[src/rtl/psm_pkg.sv]
// Purpose: shared constants and types of the power-saving mode controller
// Assumes: 8-bit register port, 4-bit word address
// Notes: register offsets are word indices on the plain register port
package psm_pkg;

    // ****************************************
    // register port and map
    // ****************************************
    localparam int unsigned ADDR_W = 4;
    localparam int unsigned DATA_W = 8;
    localparam logic [3:0] PWR_CTRL_OFS = 4'h0;
    localparam logic [3:0] PLL_CFG_OFS = 4'h1;
    localparam logic [3:0] WAKE_STAT_OFS = 4'h2;
    localparam logic [3:0] MODE_STAT_OFS = 4'h3;

    // ****************************************
    // field positions and reset values
    // ****************************************
    localparam int IDLE_BIT = 0;
    localparam int PD_BIT = 1;
    localparam int SER_WAKE_BIT = 2;
    localparam int EXTERNAL_IRQ_ZERO_WAKE_BIT = 3;
    localparam int OSC_SHUT_BIT = 0;
    localparam logic [7:0] PWR_CTRL_MASK = 8'h0F;
    localparam logic [7:0] PLL_CFG_MASK = 8'h01;
    localparam logic [7:0] PWR_CTRL_RST = 8'h00;
    localparam logic [7:0] PLL_CFG_RST = 8'h00;
    localparam logic [3:0] WAKE_STAT_RST = 4'h0;

    // ****************************************
    // states and carriers
    // ****************************************
    typedef enum logic [1:0] {
        PSM_RUN = 2'b00,
        PSM_IDLE = 2'b01,
        PSM_PD = 2'b11,
        PSM_WAKE = 2'b10
    } psm_state_t;

    typedef struct packed {
        logic interval_counter;
        logic serial;
        logic external_irq_zero;
        logic any_irq;
    } psm_wake_src_t;

    typedef struct packed {
        logic core_clk_en;
        logic pll_en;
        logic osc_en;
        logic periph_clk_en;
        logic tic_clk_en;
    } psm_clk_ctrl_t;

    typedef struct packed {
        logic port_hold;
        logic dac_oe;
        logic ale;
        logic program_store_strobe;
    } psm_pin_ctrl_t;

    localparam psm_clk_ctrl_t CLK_RST = 5'h1F;
    localparam psm_pin_ctrl_t PIN_RST = 4'h7;

endpackage : psm_pkg

[src/rtl/psm_ctrl.sv]
// Purpose: power-saving mode sequencer with register port, clock gates and pin control
// Assumes: single 20 MHz clock; core and peripherals obey the gate outputs
// Notes: pin outputs are registered, so core strobes pass with one cycle of delay
//
// Added by the designer: the register addresses and the plain strobed port.
`timescale 1ns/10ps
// Summary of operation
// - writing mode bit zero enters idle, mode bit one enters power-down
// - idle gates core clock, oscillator, pll and peripherals keep running
// - idle holds core state by stopping its clock only
// - idle holds ports and dac, drives both strobes high
// - any enabled interrupt or hardware reset ends idle
// - power-down stops pll and core clock
// - oscillator shutdown bit decides whether oscillator runs in power-down
// - interval counter may stay clocked; other peripherals stop in power-down
// - power-down holds ports, floats dac, drives both strobes low
// - reset returns normal mode with every register at default
// - interval counter interrupt ends power-down, core resumes after entry
// - serial interrupt ends power-down only with serial wake enable
// - external interrupt zero ends power-down only with its wake enable
module psm_ctrl
    import psm_pkg::*;
(
    input wire logic clock,
    input wire logic rst_b,
    input wire logic [ADDR_W-1:0] reg_addr,
    input wire logic [DATA_W-1:0] reg_wdata,
    input wire logic reg_wr,
    input wire logic reg_rd,
    output logic [DATA_W-1:0] reg_rdata,
    input psm_wake_src_t irq,
    input wire logic core_ale,
    input wire logic core_program_store_strobe,
    output psm_clk_ctrl_t clk_ctrl,
    output psm_pin_ctrl_t pin_ctrl,
    output logic resume_pulse
);

    // ****************************************
    // state
    // ****************************************
    psm_state_t state_q, state_d;
    logic [7:0] power_ctrl_reg_q, power_ctrl_reg_d;
    logic [7:0] pll_config_reg_q, pll_config_reg_d;
    psm_wake_src_t wake_stat_q, wake_stat_d;
    psm_clk_ctrl_t clk_q, clk_d;
    psm_pin_ctrl_t pin_q, pin_d;
    logic [DATA_W-1:0] rdata_q, rdata_d;
    logic resume_q, resume_d;
    logic wake_hit;
    psm_wake_src_t wake_cause;
    logic oscillator_shutdown_bit;
    logic serial_wake_enable;
    logic ext_irq_zero_wake_enable;

    assign oscillator_shutdown_bit = pll_config_reg_q[OSC_SHUT_BIT];
    assign serial_wake_enable = power_ctrl_reg_q[SER_WAKE_BIT];
    assign ext_irq_zero_wake_enable = power_ctrl_reg_q[EXTERNAL_IRQ_ZERO_WAKE_BIT];

    function automatic logic hit(input logic [ADDR_W-1:0] a, input logic [3:0] ofs);
        hit = (a == ofs);
    endfunction : hit

    psm_wake_detect u_wake (
        .clock(clock),
        .rst_b(rst_b),
        .state(state_q),
        .irq(irq),
        .serial_wake_enable(serial_wake_enable),
        .ext_irq_zero_wake_enable(ext_irq_zero_wake_enable),
        .wake_hit(wake_hit),
        .wake_cause(wake_cause)
    );

    // ****************************************
    // mode sequencer
    // ****************************************
    always_comb begin
        state_d = state_q;
        resume_d = 1'b0;
        case (state_q)
            PSM_RUN: begin
                // power-down wins when both mode bits are written together
                if (power_ctrl_reg_q[PD_BIT]) begin
                    state_d = PSM_PD;
                end else if (power_ctrl_reg_q[IDLE_BIT]) begin
                    state_d = PSM_IDLE;
                end
            end
            PSM_IDLE: begin
                if (wake_hit) begin
                    state_d = PSM_WAKE;
                end
            end
            PSM_PD: begin
                if (wake_hit) begin
                    state_d = PSM_WAKE;
                end
            end
            PSM_WAKE: begin
                // one cycle for pll and oscillator before the core clock returns
                state_d = PSM_RUN;
                resume_d = 1'b1;
            end
            default: begin
                state_d = PSM_RUN;
            end
        endcase
    end

    // ****************************************
    // registers
    // ****************************************
    always_comb begin
        power_ctrl_reg_d = power_ctrl_reg_q;
        pll_config_reg_d = pll_config_reg_q;
        wake_stat_d = wake_stat_q;
        if (wake_hit) begin
            power_ctrl_reg_d[IDLE_BIT] = 1'b0;
            power_ctrl_reg_d[PD_BIT] = 1'b0;
        end
        if (reg_wr && hit(reg_addr, PWR_CTRL_OFS)) begin
            power_ctrl_reg_d = reg_wdata & PWR_CTRL_MASK;
        end
        if (reg_wr && hit(reg_addr, PLL_CFG_OFS)) begin
            pll_config_reg_d = reg_wdata & PLL_CFG_MASK;
        end
        // write one to clear; a wake in the same cycle still sets its bit
        if (reg_wr && hit(reg_addr, WAKE_STAT_OFS)) begin
            wake_stat_d = wake_stat_q & ~psm_wake_src_t'(reg_wdata[3:0]);
        end
        if (wake_hit) begin
            wake_stat_d = wake_stat_d | wake_cause;
        end
    end

    always_comb begin
        rdata_d = '0;
        if (reg_rd) begin
            case (reg_addr)
                PWR_CTRL_OFS: rdata_d = power_ctrl_reg_q;
                PLL_CFG_OFS: rdata_d = pll_config_reg_q;
                WAKE_STAT_OFS: rdata_d = {4'h0, wake_stat_q};
                MODE_STAT_OFS: rdata_d = {1'b0, clk_q, state_q};
                default: rdata_d = '0;
            endcase
        end
    end

    // ****************************************
    // clock gates and pins
    // ****************************************
    always_comb begin
        clk_d = CLK_RST;
        pin_d.port_hold = 1'b0;
        pin_d.dac_oe = 1'b1;
        pin_d.ale = core_ale;
        pin_d.program_store_strobe = core_program_store_strobe;
        case (state_d)
            PSM_IDLE: begin
                // core state survives because only its clock stops
                clk_d.core_clk_en = 1'b0;
                pin_d.port_hold = 1'b1;
                pin_d.ale = 1'b1;
                pin_d.program_store_strobe = 1'b1;
            end
            PSM_PD: begin
                clk_d.core_clk_en = 1'b0;
                clk_d.pll_en = 1'b0;
                // next register value, so a write during power-down moves the gate at once
                clk_d.osc_en = !pll_config_reg_d[OSC_SHUT_BIT];
                clk_d.periph_clk_en = 1'b0;
                // interval counter runs from the oscillator, so it stops with it
                clk_d.tic_clk_en = !pll_config_reg_d[OSC_SHUT_BIT];
                pin_d.port_hold = 1'b1;
                pin_d.dac_oe = 1'b0;
                pin_d.ale = 1'b0;
                pin_d.program_store_strobe = 1'b0;
            end
            PSM_WAKE: begin
                clk_d.core_clk_en = 1'b0;
                pin_d.port_hold = 1'b1;
                pin_d.ale = 1'b1;
                pin_d.program_store_strobe = 1'b1;
            end
            default: begin
                clk_d = CLK_RST;
            end
        endcase
    end

    always_ff @(posedge clock or negedge rst_b) begin
        if (!rst_b) begin
            state_q <= PSM_RUN;
            power_ctrl_reg_q <= PWR_CTRL_RST;
            pll_config_reg_q <= PLL_CFG_RST;
            wake_stat_q <= WAKE_STAT_RST;
            clk_q <= CLK_RST;
            pin_q <= PIN_RST;
            rdata_q <= '0;
            resume_q <= 1'b0;
        end else begin
            state_q <= state_d;
            power_ctrl_reg_q <= power_ctrl_reg_d;
            pll_config_reg_q <= pll_config_reg_d;
            wake_stat_q <= wake_stat_d;
            clk_q <= clk_d;
            pin_q <= pin_d;
            rdata_q <= rdata_d;
            resume_q <= resume_d;
        end
    end

    assign reg_rdata = rdata_q;
    assign clk_ctrl = clk_q;
    assign pin_ctrl = pin_q;
    assign resume_pulse = resume_q;
endmodule : psm_ctrl

[src/rtl/psm_wake_detect.sv]
// Purpose: decides which events end the current low-power state
// Assumes: interrupt request inputs are levels synchronous to clock
// Notes: combinational; the sequencer registers the outcome
`timescale 1ns/10ps
module psm_wake_detect
    import psm_pkg::*;
(
    input wire logic clock,
    input wire logic rst_b,
    input psm_state_t state,
    input psm_wake_src_t irq,
    input wire logic serial_wake_enable,
    input wire logic ext_irq_zero_wake_enable,
    output logic wake_hit,
    output psm_wake_src_t wake_cause
);

    always_comb begin
        wake_cause = '0;
        case (state)
            PSM_IDLE: begin
                wake_cause.any_irq = irq.any_irq;
            end
            PSM_PD: begin
                wake_cause.interval_counter = irq.interval_counter;
                wake_cause.serial = irq.serial & serial_wake_enable;
                wake_cause.external_irq_zero = irq.external_irq_zero & ext_irq_zero_wake_enable;
            end
            default: begin
                wake_cause = '0;
            end
        endcase
        wake_hit = |wake_cause;
    end
endmodule : psm_wake_detect

[config.mk]
export PLATFORM = sky130hd
export DESIGN_NAME = psm_ctrl
export DESIGN_NICKNAME = d
export VERILOG_FILES = /design/src/rtl/psm_pkg.sv /design/src/rtl/psm_ctrl.sv /design/src/rtl/psm_wake_detect.sv
export SDC_FILE = /design/constraint.sdc
export NUM_CORES = 1
export LEC_CHECK = 0
export ABC_CLOCK_PERIOD_IN_PS = 2850
export BUFFER_PORTS_ARGS = -buffer_cell sky130_fd_sc_hd__buf_4
export CAP_MARGIN = 0
export CORE_MARGIN = 3
export CORE_UTILIZATION = 35
export DETAILED_ROUTE_END_ITERATION = 10
export PLACE_DENSITY = 0.58
export SKIP_CTS_REPAIR_TIMING = 1
export SYNTH_ARGS = -nofsm -noshare
export SYNTH_HDL_FRONTEND = slang
export SYNTH_HIERARCHICAL = 1
export SYNTH_SLANG_ARGS = --single-unit
[constraint.sdc]
create_clock -name clock -period 2.85 [get_ports clock]
set_clock_uncertainty 0.2 [all_clocks]
set_input_delay 0.7125 -clock clock [delete_from_list [all_inputs] [get_ports clock]]
set_output_delay 0.7125 -clock clock [all_outputs]
set_load 0.03 [all_outputs]
==> reports/qor.txt <==
Setup repair after global routing missed its margin - false
Htree depth - 1
Mean number of vias per cell - 4.71
DRC violation count after routing - 0
Remaining number of nets flagged by the antenna check after routing - 0
Final slew viol count - 0
Count of different cell masters after synthesis - 29
Syn_area_per_cell - 11.7 sq um
Cell types with the largest area share after synthesis - dfrtp_1 44%, dfstp_2 11%, mux2_2 8.8%, a22o_1 3.1%, nand2_1 2.9%
Worst-case reg-to-reg path depth - 6
Setup slack, reg-to-reg - 0.39 ns
Initial antenna violation count - 0
Critical Path AT - 2.51 ns
Via count of the first global-routing pass - 826
Number of detailed-routing iterations run before antenna repair - 4
Clock insertion delay at the later pin of the skew report - 0.31 ns
Worst ir drop on vdd - 0.000289 V
Number of nets produced by synthesis - 122
Clock buffers created by TritonCTS - 3
Share of the synthesized area in the top cell type - 43.7%
Dominant cell type by area after synthesis - dfrtp_1
Critical path endpoint category - flip-flop
Share of the clock period used by the worst path - 86.2%
Critical setup path kind - reg2reg
Root Buffer - clkbuf_4
Power Density - 812 mW/mm^2
Ratio of cells with drive above 1 in the final layout - 43.1%
Net count, final - 155
Outcome - completed
Clock sinks - 25
Relative area change from synthesis to final layout - 26.2%
Clock tree from TritonCTS - done
R2r endpoint - clk_ctrl[2]$_DFF_PN1_
Clock slew at the register clock pins of the worst setup and hold paths - 0.13 ns
Routed via count - 819
Num rows - 20
Overall Global Routing Usage - 12.1%
Dominant cell by count in the synthesized netlist - dfrtp_1
Initial Util - 37.2%
Overall die area - 0.00400 sq mm
Largest net degree at the start of global routing - 26
Die height - 63.2 microns
Flip-flop and latch count after synthesis - 25
Total wire length - 2.27 mm
Maxcap violations - 0
Crit path time final - 2.46 ns
Quantity of I/O buffers inserted on ports - 34
Cell area after synthesis - 0.00115 sq mm
Final number of hold-violating endpoints - 0
Count of flip-flops with a built-in enable after synthesis - 0
Most used DFF post-synth - dfrtp_1
Setup TNS - 0 ns
Final Core Density - 47.0%
Critical path launch point type - flip-flop
Number of warnings reported in the yosys synthesis log - 6
Buffer depth of the longest clock path - 2
Final HPWL DP - 1.72 mm
Boundary pin count - 40
Most instantiated cells after synthesis - 20 x dfrtp_1, 9 x mux2_2, 9 x nand2_1
Total inserted antenna cells - 0
Weighted congestion reported at the end of routability-driven placement - 0.780
Synthesized netlist cell count - 98
Sequential cell area fraction in the yosys report - 55.1%
Peak clock frequency supported by timing - 407 MHz
DR iter-0 viols - 26
Floorplan Core Area - 0.00308 sq mm
Wire length of the first global-routing pass - 3.83 mm
Beginning of the worst register-to-register path - state_q[0]$_DFF_PN0_
Routed wire length per instance - 13.1 microns
Final setup viols - 0
Share of async-settable or async-resettable flops after synthesis - 100%
Required time of the worst setup path - 2.91 ns
Min-Delay Path Class - in2async
Die W - 63.2 microns
Leakage component of the power - 0.717 nW
Total overflow reported by the global router - 0
Critical path fanouts, max - 8
## sequential cells by signal (all words and copies together), names as in the netlist
signal,count
wake_stat_q,4
clk_ctrl,3
pll_config_reg_q,1
state_q,2
pin_ctrl,3
resume_pulse,1
reg_rdata,7
power_ctrl_reg_q,4
## logic make-up after synthesis
family / after synthesis / share of synthesized area (%)
adder cells (fa/ha/maj): 2 / 2.18
buffers and inverters: 11 / 5.13
AO/OA/AOI/OAI: 12 / 7.64
flip-flops: 25 / 55.1
other: 1 / 0.327
multiplexers: 10 / 10.8
AND/OR/NAND/NOR: 37 / 18.8
## layout by cell type (no fill, tap or decap), types with 2 or more instances in the layout
cell,count
nor2_1,7
buf_4,35
ha_1,2
and2_1,3
mux2_2,9
and4_1,2
o21ai_0,2
dfrtp_1,20
a22oi_1,3
a22o_1,4
dfstp_2,5
nand2_1,9
inv_1,4
nand3_1,4
clkbuf_4,3
nor2b_1,5
## worst max-delay path by stage
stage	start	to	slack, ns	cells past startpoint
2_1_floorplan	irq[2]	clk_ctrl[2]$_DFF_PN1_	0.31	7
6_report	state_q[0]$_DFF_PN0_	clk_ctrl[2]$_DFF_PN1_	0.39	6
3_3_place_gp	irq[2]	clk_ctrl[2]$_DFF_PN1_	0.21	7
5_1_grt	state_q[0]$_DFF_PN0_	clk_ctrl[2]$_DFF_PN1_	0.29	6
3_5_place_dp	irq[2]	clk_ctrl[2]$_DFF_PN1_	0.13	7
4_1_cts	state_q[0]$_DFF_PN0_	clk_ctrl[2]$_DFF_PN1_	0.40	6
## cell type report
type | count | area (sq um)
fillers | 296 | 1630
flip-flops and latches | 25 | 632
multi-input cells | 62 | 455
repair buffers | 35 | 263
well taps | 44 | 55.1
clock buffers | 4 | 26.3
inverters | 4 | 15.0
## stage by stage
step                hold slack [ns]  cell area, sq um  setup WS (ns)  power, mW  cells
finish                       0.0718              1450          0.394       1.18    174
global route                 0.0740              1450          0.287       1.25    174
CTS                          0.0807              1450          0.401       1.18    174
detailed placement            0.296              1420          0.130       1.03    170
global placement              0.282              1420          0.205       1.01    170
floorplan                     0.217              1150          0.307      0.861     98
## critical path, cell delays in order, from the launching register on
cell and delay, ns:
dfrtp_1 0.49, and4_1 0.25, or4b_1 0.60, o21ai_0 0.30
ha_1 0.25, nand2_1 0.06, mux2_2 0.26
## report_power, final
part | internal [mW] | total (mW) | leakage [nW] | switching (mW)
combinational | 0.206 | 0.474 | 0.384 | 0.269
clock | 0.0547 | 0.158 | 0.0150 | 0.103
sequential | 0.468 | 0.543 | 0.318 | 0.0756
total | 0.728 | 1.18 | 0.717 | 0.447
## per-layer routing
layer  global-route usage [%]  vias to the layer above  routed length [microns]
met5                        0                        -                        0
met4                     4.85                        0                       37
met3                     2.32                        5                       88
met2                     19.8                       21                     1080
met1                     15.7                      395                     1060
li1                         -                      398                        -
Power figures use the tool's default switching activity.
